**src/core/dic_pkg.sv**
```systemverilog
// Package with register map, field layout, reset values and timing for input conditioning
package dic_pkg;
    localparam int unsigned CLK_HZ          = 25_000_000;
    localparam int unsigned CYCLE_US        = 5000;
    localparam int unsigned CYCLE_CLKS      = CLK_HZ / 1_000_000 * CYCLE_US;
    localparam int unsigned MS_US           = 1000;
    localparam int unsigned AC_EXTRA_MS     = 30;
    localparam int unsigned NUM_IN          = 8;
    localparam int unsigned NUM_OUT         = 5;
    // Register byte offsets; per-channel block of 8 words at 0x100 + 0x20*n
    localparam logic [11:0] REG_OUT_CTRL    = 12'h000;
    localparam logic [11:0] REG_STATUS      = 12'h004;
    localparam logic [11:0] REG_OUT_STATE   = 12'h008;
    localparam logic [11:0] REG_CH_BASE     = 12'h100;
    localparam int unsigned CH_SHIFT        = 5;
    localparam logic [2:0]  CH_CFG          = 3'h0;
    localparam logic [2:0]  CH_ACT_THR      = 3'h1;
    localparam logic [2:0]  CH_REL_THR      = 3'h2;
    localparam logic [2:0]  CH_ACT_DLY      = 3'h3;
    localparam logic [2:0]  CH_DROP_DLY     = 3'h4;
    localparam logic [2:0]  CH_COUNT        = 3'h5;
    localparam logic [2:0]  CH_VOLT         = 3'h6;
    // Config register fields
    localparam int unsigned CFG_POL_NC_BIT  = 0;
    localparam int unsigned CFG_AC_BIT      = 1;
    localparam int unsigned CFG_CLR_BIT     = 8;
    // Thresholds in 0.1 V units; voltage in mV; delays in ms
    localparam logic [11:0] ACT_THR_RST     = 12'h370;
    localparam logic [11:0] REL_THR_RST     = 12'h258;
    localparam logic [20:0] DLY_RST         = 21'h00_0000;
    localparam logic [31:0] CNT_RST         = 32'h0000_0000;
    localparam logic [31:0] SLVERR_DATA     = 32'h0000_0000;
endpackage

```
**src/core/dic_chan.sv**
```systemverilog
// One conditioned input channel: hysteresis, polarity, delays and transition counter
`timescale 1ns/100ps
module dic_chan
    import dic_pkg::*;
(
    input  wire logic        pclk,       // Clock
    input  wire logic        presetn,    // Async reset, active low
    input  wire logic        tick,       // One-cycle 5 ms program tick
    input  wire logic        ms_tick,    // One-cycle 1 ms tick
    input  wire logic [17:0] volt_mv,    // Synchronised voltage in mV
    input  wire logic        pol_nc,     // Normally closed polarity
    input  wire logic        ac_mode,    // AC mode enable
    input  wire logic [11:0] act_thr,    // Activation threshold, 0.1 V
    input  wire logic [11:0] rel_thr,    // Release threshold, 0.1 V
    input  wire logic [20:0] act_dly,    // Activation delay, ms
    input  wire logic [20:0] drop_dly,   // Drop-off time, ms
    input  wire logic        clr_cnt,    // Clear counter pulse
    output logic             status,     // Conditioned status
    output logic [31:0]      count       // Count of 0-to-1 transitions
);
    logic        raw_r;
    logic        status_r;
    logic [21:0] dly_r;
    logic [19:0] act_mv;
    logic [19:0] rel_mv;
    logic [21:0] target;
    logic        energ_hi;
    logic        energ_lo;
    logic        want;

    // 0.1 V units to mV; 20 bits so a full-scale 12-bit threshold cannot wrap
    assign act_mv = 20'(act_thr) * 20'h0_0064;
    assign rel_mv = ac_mode ? 20'(act_thr) * 20'h0_000A : 20'(rel_thr) * 20'h0_0064;
    assign energ_hi = {2'b00, volt_mv} > act_mv;
    assign energ_lo = {2'b00, volt_mv} < rel_mv;

    // Raw energised state, held inside the band; sampled on the program tick
    always_ff @(posedge pclk or negedge presetn)
    begin
        if (!presetn)
            raw_r <= 1'b0;
        else if (tick && energ_hi)
            raw_r <= 1'b1;
        else if (tick && energ_lo)
            raw_r <= 1'b0;
    end

    assign want = raw_r ^ pol_nc;
    assign target = want ? 22'(act_dly)
                         : 22'(drop_dly) + (ac_mode ? 22'(AC_EXTRA_MS) : 22'd0);

    // Delay counts whole ms while the wanted state differs; a reversal restarts it
    always_ff @(posedge pclk or negedge presetn)
    begin
        if (!presetn)
        begin
            status_r <= 1'b0;
            dly_r    <= 22'd0;
        end
        else if (want == status_r)
            dly_r <= 22'd0;
        else if (dly_r >= target)
        begin
            status_r <= want;
            dly_r    <= 22'd0;
        end
        else if (ms_tick)
            dly_r <= dly_r + 22'd1;
    end

    // Counter: a rising edge in the clear cycle still counts, as 1
    always_ff @(posedge pclk or negedge presetn)
    begin
        if (!presetn)
            count <= CNT_RST;
        else if (clr_cnt)
            count <= (want && !status_r && dly_r >= target) ? 32'd1 : CNT_RST;
        else if (want && !status_r && dly_r >= target)
            count <= count + 32'd1;
    end

    assign status = status_r;
endmodule

```
**src/core/dic_top.sv**
```systemverilog
// APB slave with per-channel input conditioning and five cycle-refreshed outputs
`timescale 1ns/100ps
module dic_top
    import dic_pkg::*;
#(
    parameter int unsigned N_IN       = NUM_IN,
    parameter int unsigned N_OUT      = NUM_OUT,
    parameter int unsigned CYC_CLKS   = CYCLE_CLKS,
    parameter int unsigned MS_CLKS    = CLK_HZ / 1_000_000 * MS_US
)
(
    input  wire logic                 pclk,        // APB clock, 25 MHz
    input  wire logic                 presetn,     // Async reset, active low
    input  wire logic                 psel,        // APB select
    input  wire logic                 penable,     // APB enable
    input  wire logic                 pwrite,      // APB write
    input  wire logic [11:0]          paddr,       // APB byte address
    input  wire logic [31:0]          pwdata,      // APB write data
    input  wire logic [3:0]           pstrb,       // APB byte strobes
    output logic                      pready,      // APB ready
    output logic [31:0]               prdata,      // APB read data
    output logic                      pslverr,     // APB error
    input  wire logic [N_IN*18-1:0]   volt_in,     // Measured voltages in mV, from the ADC domain
    output logic [N_IN-1:0]           input_status, // Conditioned statuses
    output logic [N_OUT-1:0]          output_channel_n, // Output drives
    output logic                      cycle_tick   // 5 ms program cycle pulse
);
    logic [31:0]            cyc_r;
    logic [31:0]            ms_r;
    logic                   tick;
    logic                   ms_tick;
    logic [N_OUT-1:0]       out_ctrl_r;
    logic [N_OUT-1:0]       out_r;
    logic [N_IN*18-1:0]     volt_s1_r;
    logic [N_IN*18-1:0]     volt_s2_r;
    logic [N_IN-1:0]        pol_nc_r;
    logic [N_IN-1:0]        ac_r;
    logic [N_IN-1:0]        clr_r;
    logic [11:0]            act_thr_r  [N_IN];
    logic [11:0]            rel_thr_r  [N_IN];
    logic [20:0]            act_dly_r  [N_IN];
    logic [20:0]            drop_dly_r [N_IN];
    logic [31:0]            cnt_w      [N_IN];
    logic                   wr_en;
    logic                   rd_en;
    logic                   is_ch;
    logic [2:0]             ch_idx;
    logic [2:0]             ch_reg;
    logic                   hit;
    logic [31:0]            rd_val;
    logic [31:0]            wmask;

    // Program cycle and millisecond timers
    assign tick    = (cyc_r == 32'(CYC_CLKS - 1));
    assign ms_tick = (ms_r  == 32'(MS_CLKS - 1));
    assign cycle_tick = tick;

    always_ff @(posedge pclk or negedge presetn)
    begin
        if (!presetn)
            cyc_r <= 32'd0;
        else if (tick)
            cyc_r <= 32'd0;
        else
            cyc_r <= cyc_r + 32'd1;
    end

    always_ff @(posedge pclk or negedge presetn)
    begin
        if (!presetn)
            ms_r <= 32'd0;
        else if (ms_tick)
            ms_r <= 32'd0;
        else
            ms_r <= ms_r + 32'd1;
    end

    // Voltage words come from another domain; two flops before use.
    // Limitation: a multi-bit word may tear on a change; the source must hold it stable.
    always_ff @(posedge pclk or negedge presetn)
    begin
        if (!presetn)
        begin
            volt_s1_r <= '0;
            volt_s2_r <= '0;
        end
        else
        begin
            volt_s1_r <= volt_in;
            volt_s2_r <= volt_s1_r;
        end
    end

    // APB decode: zero-wait slave, access completes in the enable cycle
    assign pready = 1'b1;
    assign wr_en  = psel && penable && pwrite;
    assign rd_en  = psel && !penable && !pwrite;
    // Compared at 32 bits: a channel count of 8 does not fit the 3-bit index
    assign is_ch  = (paddr[11:8] == REG_CH_BASE[11:8]) && (32'(paddr[7:CH_SHIFT]) < N_IN);
    assign ch_idx = paddr[7:CH_SHIFT];
    assign ch_reg = paddr[4:2];
    assign wmask  = {{8{pstrb[3]}}, {8{pstrb[2]}}, {8{pstrb[1]}}, {8{pstrb[0]}}};

    always_comb
    begin
        hit    = 1'b1;
        rd_val = 32'h0000_0000;
        if (paddr[1:0] != 2'b00)
            hit = 1'b0;
        else if (paddr == REG_OUT_CTRL)
            rd_val = 32'(out_ctrl_r);
        else if (paddr == REG_STATUS)
            rd_val = 32'(input_status);
        else if (paddr == REG_OUT_STATE)
            rd_val = 32'(out_r);
        else if (is_ch)
        begin
            unique case (ch_reg)
                CH_CFG:      rd_val = {30'd0, ac_r[ch_idx], pol_nc_r[ch_idx]};
                CH_ACT_THR:  rd_val = 32'(act_thr_r[ch_idx]);
                CH_REL_THR:  rd_val = 32'(rel_thr_r[ch_idx]);
                CH_ACT_DLY:  rd_val = 32'(act_dly_r[ch_idx]);
                CH_DROP_DLY: rd_val = 32'(drop_dly_r[ch_idx]);
                CH_COUNT:    rd_val = cnt_w[ch_idx];
                CH_VOLT:     rd_val = 32'(volt_s2_r[ch_idx*18 +: 18]);
                default:     hit = 1'b0;
            endcase
        end
        else
            hit = 1'b0;
    end

    // Read data registered in the setup cycle so it is ready in the enable cycle
    always_ff @(posedge pclk or negedge presetn)
    begin
        if (!presetn)
            prdata <= 32'h0000_0000;
        else if (rd_en)
            prdata <= hit ? rd_val : SLVERR_DATA;
    end

    always_ff @(posedge pclk or negedge presetn)
    begin
        if (!presetn)
            pslverr <= 1'b0;
        else if (psel && !penable)
            pslverr <= !hit;
    end

    // Output control register, applied to the drives only at the cycle tick
    always_ff @(posedge pclk or negedge presetn)
    begin
        if (!presetn)
            out_ctrl_r <= '0;
        else if (wr_en && paddr == REG_OUT_CTRL)
            out_ctrl_r <= (out_ctrl_r & ~wmask[N_OUT-1:0]) | (pwdata[N_OUT-1:0] & wmask[N_OUT-1:0]);
    end

    always_ff @(posedge pclk or negedge presetn)
    begin
        if (!presetn)
            out_r <= '0;
        else if (tick)
            out_r <= out_ctrl_r;
    end
    assign output_channel_n = out_r;

    genvar g;
    generate
        for (g = 0; g < N_IN; g++)
        begin : g_ch
            logic ch_wr;
            // Misaligned or unmapped addresses are refused, so they must not write
            assign ch_wr = wr_en && hit && is_ch && (ch_idx == 3'(g));

            // Per-channel settings; each channel owns its thresholds
            always_ff @(posedge pclk or negedge presetn)
            begin
                if (!presetn)
                begin
                    pol_nc_r[g]   <= 1'b0;
                    ac_r[g]       <= 1'b0;
                    act_thr_r[g]  <= ACT_THR_RST;
                    rel_thr_r[g]  <= REL_THR_RST;
                    act_dly_r[g]  <= DLY_RST;
                    drop_dly_r[g] <= DLY_RST;
                end
                else if (ch_wr)
                begin
                    unique case (ch_reg)
                        CH_CFG:
                        begin
                            if (pstrb[0])
                            begin
                                pol_nc_r[g] <= pwdata[CFG_POL_NC_BIT];
                                ac_r[g]     <= pwdata[CFG_AC_BIT];
                            end
                        end
                        CH_ACT_THR:  act_thr_r[g]  <= pwdata[11:0];
                        CH_REL_THR:  rel_thr_r[g]  <= pwdata[11:0];
                        CH_ACT_DLY:  act_dly_r[g]  <= pwdata[20:0];
                        CH_DROP_DLY: drop_dly_r[g] <= pwdata[20:0];
                        default:     ;
                    endcase
                end
            end

            // Clear command is a self-clearing pulse from the config write
            always_ff @(posedge pclk or negedge presetn)
            begin
                if (!presetn)
                    clr_r[g] <= 1'b0;
                else
                    clr_r[g] <= ch_wr && (ch_reg == CH_CFG) && pstrb[1] && pwdata[CFG_CLR_BIT];
            end

            dic_chan u_chan
            (
                .pclk     (pclk),
                .presetn  (presetn),
                .tick     (tick),
                .ms_tick  (ms_tick),
                .volt_mv  (volt_s2_r[g*18 +: 18]),
                .pol_nc   (pol_nc_r[g]),
                .ac_mode  (ac_r[g]),
                .act_thr  (act_thr_r[g]),
                .rel_thr  (rel_thr_r[g]),
                .act_dly  (act_dly_r[g]),
                .drop_dly (drop_dly_r[g]),
                .clr_cnt  (clr_r[g]),
                .status   (input_status[g]),
                .count    (cnt_w[g])
            );
        end
    endgenerate
endmodule

```
**config.mk**
```make
export PLATFORM = sky130hd
export DESIGN_NAME = dic_top
export DESIGN_NICKNAME = d
export VERILOG_FILES = /design/src/core/dic_pkg.sv /design/src/core/dic_chan.sv /design/src/core/dic_top.sv
export SDC_FILE = /design/constraint.sdc
export NUM_CORES = 2
export LEC_CHECK = 0
export BUFFER_PORTS_ARGS = -buffer_cell sky130_fd_sc_hd__buf_2
export CAP_MARGIN = 20
export CORE_UTILIZATION = 30
export DETAILED_ROUTE_END_ITERATION = 6
export PLACE_DENSITY = 0.43
export SLEW_MARGIN = 0
export SYNTH_ARGS = -nofsm -noshare
export SYNTH_HDL_FRONTEND = slang
export SYNTH_SLANG_ARGS = --single-unit
export TNS_END_PERCENT = 20
```
**constraint.sdc**
```tcl
create_clock -name pclk -period 5.7 [get_ports pclk]
set_input_delay 0.57 -clock pclk [delete_from_list [all_inputs] [get_ports pclk]]
set_output_delay 0.57 -clock pclk [all_outputs]
set_load 0.01 [all_outputs]
```
== Word level (Yosys, flattened, before mapping) ==
Cells that the tools add are included.

* Order comparisons: 26
* Equal/unequal tests: 26
* Bitwise logic cells: 21
* Add/sub/neg operators: 26
* Multiplexer cells: 122
* Multiply operators: 25
* Shifts and indexed selects: 1
* Reductions and logical operators: 159

{| class="wikitable"
|+ Operators with widths
! cell !! number
|-
| $mux W32 || 26
|-
| $mux W22 || 32
|-
| $add A32 B1 Y32 const B || 10
|-
| $mul A12 B5 Y17 const B || 16
|-
| $pmux W32 S7 || 1
|-
| $add A21 B22 Y22 || 8
|-
| $add A22 B1 Y22 const B || 8
|-
| $ge A22 B22 Y1 || 8
|-
| $lt A18 B20 Y1 || 8
|-
| $gt A18 B19 Y1 || 8
|-
| $mux W19 || 8
|-
| $shiftx A144 B9 Y18 || 1
|-
| $bmux W21 S3 || 2
|-
| $mul A12 B3 Y15 const B || 8
|-
| $bmux W32 S3 || 1
|-
| $mux W21 || 4
|-
| $reduce_and A2 Y1 || 40
|-
| $bmux W12 S3 || 2
|-
| $logic_and A1 B1 Y1 || 71
|-
| $mux W12 || 4
|-
| $mux W5 || 8
|-
| $reduce_bool A2 Y1 || 17
|-
| $eq A32 B15 Y1 const B || 1
|-
| $eq A32 B17 Y1 const B || 1
|-
| 24 further kinds || 113
|}

* Output and inout bits: 48
* Word-level logic and storage cells: 502
* Register bits after elaboration: 1,395
* Bits of input ports: 197

== Depth between registers and ports, before layout ==
* Depth in word-level cells: 14
* Mapped depth: 22
* Gate-level depth less buffers: 22

== By module ==
Synthesis repeated with hierarchy kept, for this count alone.

* Cells, all modules: 9,896
* Area total of the unflattened synthesis: 101,589.9 sq um

{| class="wikitable"
|+ By module, submodules not included
! module !! seq. area each (sq um) !! area an instance (sq um) !! cells each !! instances
|-
| dic_top || 23,787.8 || 40,726.6 || 2,684 || 1
|-
| dic_chan at g_ch[0].u_chan ... || 1,401.3 || 7,644.8 || 907 || 4
|-
| dic_chan at g_ch[6].u_chan ... || 1,401.3 || 7,569.8 || 901 || 2
|-
| dic_chan at g_ch[5].u_chan || 1,401.3 || 7,582.3 || 890 || 1
|-
| dic_chan at g_ch[2].u_chan || 1,401.3 || 7,562.3 || 892 || 1
|}

== Worst setup path before layout ==
OpenSTA, ideal clock, no wires.

* Kind: reg-to-reg
* From: register ac_r[6]
* To: register g_ch[6].u_chan.count[30]
* Buffers on the path: 1
* Setup time: 125 ps
* Arrival time: 4,275 ps
* Clock period less this slack: 4,400 ps
* Data required time: 5,575 ps
* Setup slack: 1,300 ps
* Stages on the path, launching flop included: 20
* Cell sequence: dfrtp_1 -> ha_1 -> fa_1 -> a21o_1 -> a21oi_1 -> or3b_2 -> nor2_1 -> and2_1 -> nand3_1 -> xnor2_1 -> mux2i_1 -> ha_1 -> a21o_1 -> a21o_1 -> a221o_1 -> a31oi_1 -> a21o_1 -> clkbuf_1 -> nor3_1 -> mux2_2

* Longest elaborated chain between the ends: 6

{| class="wikitable"
|+ RTL lines
! what !! RTL line !! text
|-
| from (decl) || dic_top.sv:37 || <nowiki>logic [N_IN-1:0] ac_r;</nowiki>
|-
| from (signal, indexed assignment) || dic_top.sv:196 || <nowiki>ac_r[g] <= pwdata[CFG_AC_BIT];</nowiki>
|-
| $mux W5 || dic_chan.sv:50 || <nowiki>: 22'(drop_dly) + (ac_mode ? 22'(AC_EXTRA_MS) : 22'd0);</nowiki>
|-
| $add A21 B22 Y22 || dic_chan.sv:50 ||
|-
| $mux W22 || dic_chan.sv:49 || <nowiki>assign target = want ? 22'(act_dly)</nowiki>
|-
| $ge A22 B22 Y1 || dic_chan.sv:78 || <nowiki>else if (want && !status_r && dly_r >= target)</nowiki>
|-
| $logic_and A1 B1 Y1 || dic_chan.sv:78 ||
|-
| $reduce_bool A2 Y1 (no line) || - ||
|-
| to (signal assigned) || dic_chan.sv:77 || <nowiki>count <= (want && !status_r && dly_r >= target) ? 32'd1 : CNT_RST;</nowiki>
|-
| to (signal assigned) || dic_chan.sv:79 || <nowiki>count <= count + 32'd1;</nowiki>
|-
| to (decl) || dic_chan.sv:19 || <nowiki>output logic [31:0] count</nowiki>
|}

Every way passes these cells.
A chain may end at the register's enable or synchronous reset.

== Final worst setup path ==
* From: register ac_r[6]
* To: register g_ch[6].u_chan.count[29]

The elaborated chain is that of the path after synthesis.

==> flow_metrics.env <==
export IMPL_rsz0062_at_grt="false"
export IMPL_skew_ps=58.8
export IMPL_hp_class="in -> reg"
export IMPL_worstPathMaxFanout=12
export IMPL_drv_cap=0
export IMPL_wl_per_cell_um=24.2
export IMPL_clkTransAtPathRegs_ps=60
export IMPL_arrival_ps=6110
export IMPL_crit_slowest_cell="a2111oi_0"
export IMPL_path_cells="ha_1 > fa_1 > a21o_1 > a21oi_1 > or3b_2 > nor2_1 > and2_1 > nand3_1 > xnor2_1 > mux2i_1 > ha_1 > nand4_1 > nor4_1 > a221o_1 > a31oi_2 > buf_4 > a2111oi_0 > mux2_2"
export IMPL_combPwrFrac_pct=5.3
export IMPL_postCtsSetupBuffers=0
export IMPL_syn_inst=9796
export IMPL_antenna_found_initial=55
export IMPL_dr_pass1_iters=6
export IMPL_numCtsBuffers=180
export IMPL_yosysWarningCount=0
export IMPL_ys_flop_type="dfrtp_1"
export IMPL_final_cell_mix="1320 x dfrtp_1, 1301 x ha_1, 791 x nor2_1"
export IMPL_core_um2=333000
export IMPL_cts_sinks=1395
export IMPL_initialDrtViolationCount=5814
export IMPL_crit_family="simple AND/OR/NAND/NOR gates"
export IMPL_clockBufferDepth=4
export IMPL_switchingPower_uw=5790
export IMPL_netlist_area_um2=101000
export IMPL_p_seq_share_pct=43.9
export IMPL_ys_ff_latch=1395
export IMPL_cp_common_cell="ha_1"
export IMPL_report_final_slew_viol_count=0
export IMPL_io_pins=245
export IMPL_grtUsageMet1_pct=28.7
export IMPL_fin_util_pct=34.5
export IMPL_die_h_um=581
export IMPL_area_growth_pct=14.4
export IMPL_clk_latency_ps=900
export IMPL_status="completed"
export IMPL_final_common_cell="dfrtp_1"
export IMPL_dp_hpwl_mm=273
export IMPL_dieArea_um2=337000
export IMPL_cts_tree="done"
export IMPL_gp_congestion=0.932
export IMPL_grt_pass1_wl_mm=523
export IMPL_clockRootBuffer="clkbuf_16"
export IMPL_p_clk_share_pct=50.8
export IMPL_end_kind="flop"
export IMPL_cts_max_level=4
export IMPL_path_class="reg -> reg"
export IMPL_worstPathRequired_ps=6480
export IMPL_internal_power_uw=17500
export IMPL_relSlewSlack_pct=24.0
export IMPL_critPathLaunchType="flop"
export IMPL_swShare_pct=24.9
export IMPL_slowest_delay_ps=590
export IMPL_vias=77100
export IMPL_grt_max_degree=162
export IMPL_avgSynthCellArea_um2=10.3
export IMPL_fmax_mhz=188
export IMPL_setup_viol=0
export IMPL_ys_seq_area_share_pct=34.8
export IMPL_fp_dieW_um=581
export IMPL_p_leak_uw=0.0551
export IMPL_min_period_ps=5330
export IMPL_synth_distinct_cells=90
export IMPL_ant_nets=0
export IMPL_final_hold_violation_count=0
export IMPL_synth_edff_count=0
export IMPL_grt_pass1_vias=76500
export IMPL_critPathBufInv=1
export IMPL_pwr_density_cell_nw_per_um2=202
export IMPL_layout_drive_gt1_share_pct=16.9
export IMPL_syn_num_nets=11400
export IMPL_grt_use_met3_pct=2.39
export IMPL_min_period_over_period_pct=93.5
export IMPL_portBuffers=230
export IMPL_busiest_layer="met2"
export IMPL_overflow=0
export IMPL_wl_mm=356
export IMPL_vdd_drop_max_mv=0.218
export IMPL_drc=0
export IMPL_start_util_pct=30.1
export IMPL_synthArstFlopShare_pct=100
export IMPL_gr_usage_met2_pct=33.4
export IMPL_rows=212
export IMPL_finalSetupTns_ps=0
export IMPL_groute_usage_overall_pct=20.8
export IMPL_nNetsFinal=11800
export IMPL_nFillCells=33400
export IMPL_viasPerCell=5.25
export IMPL_tightest_slew_ps=1110
## per-layer routing
metal / wire, um / share of wire, %
met1: 162000 / 46
met2: 163000 / 46
met3: 16400 / 4.6
met4: 14200 / 4.0
met5: 12 / 0.0034
## state kept, by name (all words and copies together), names as in the netlist, 5 cells and up, named ones only
signal / count
g_ch.u_chan.count: 256
prdata: 32
output_channel_n: 5
volt_s1_r: 144
ac_r: 8
pol_nc_r: 8
drop_dly_r: 168
act_thr_r: 96
g_ch.u_chan.raw_r: 8
cyc_r: 32
clr_r: 8
volt_s2_r: 144
ms_r: 32
g_ch.u_chan.status: 8
g_ch.u_chan.dly_r: 176
act_dly_r: 168
rel_thr_r: 96
## power by group through the flow
stage                     clock (uW)  combinational [uW]  sequential [uW]
final                          11800                1240            10200
after CTS                      12200                1250            10200
after global placement             0                1150            10400
after floorplan                    0                 517            10300
after detailed placement           0                1170            10400
after global routing           12500                1350            10200
## path summary, 6_finish.rpt
kind	cells after the start	slack (ps)	startpoint	to
setup / recovery	18	370	ac_r[6]	g_ch[6].u_chan.count[29]
hold / removal	4	90	psel	pslverr
setup reg to reg	18	370	ac_r[6]	g_ch[6].u_chan.count[29]
hold reg to reg	0	340	volt_s1_r[99]	volt_s2_r[99]
max in group asynchronous	3	3790	presetn	g_ch[0].u_chan.count[26]
min in group asynchronous	2	330	presetn	drop_dly_r[42]
## what timing repair did
item                                    CTS  global route
endpoints found under the setup margin    0             1
endpoints found under the hold margin   229             0
gates resized for setup                   0             1
hold buffers                            145             0
## logic make-up after synthesis
family,synth area share [%]
buffers and inverters,4.24
XOR/XNOR,5.24
other,0.00373
multiplexers,14.2
flip-flops,34.8
adder cells (fa/ha/maj),18.7
AO/OA/AOI/OAI,9.52
AND/OR/NAND/NOR,13.2
## area by class of cell
type | instances | area (um^2) | area share [%]
Inverter | 707 | 2650 | 2.31
Timing Repair Buffer | 554 | 4240 | 3.69
Multi-Input combinational cell | 7308 | 61500 | 53.5
Tap cell | 4387 | 5490 | 4.77
Clock inverter | 63 | 747 | 0.649
Clock buffer | 260 | 5310 | 4.62
Antenna cell | 22 | 55.1 | 0.0479
Sequential cell | 1395 | 35000 | 30.4
## synth_stat cells (all sizes together) (176+ instances only)
cell	count	area share (%)
xnor2	273	2.4
mux2	654	7.3
nor3	176	0.89
xor2	328	2.9
clkbuf	255	0.95
nor2	801	3.0
inv	704	2.6
ha	1301	16
nand3	244	1.2
a21oi	548	2.7
nand2	552	2.1
dfrtp	1323	33
nor2b	181	1.1
mux4	236	5.3
o21ai	304	1.5
## stage by stage
step	worst slack (ps)	total power, uW	area (um^2)	cells	hold slack, ps
floorplan	1300	10800	101000	9796	274
global placement	415	11500	107000	14200	332
detailed placement	363	11600	107000	14200	335
CTS	384	23600	115000	14700	25.4
global route	55.2	24100	115000	14700	65.5
finish	369	23300	115000	14700	91.7
## tightest hold or removal path, stage by stage
cell and delay, ps:
buf_2 90, nand2b_1 90, nand2_1 80, o21ai_0 70
No activity file was read; power rests on OpenSTA's default activity.
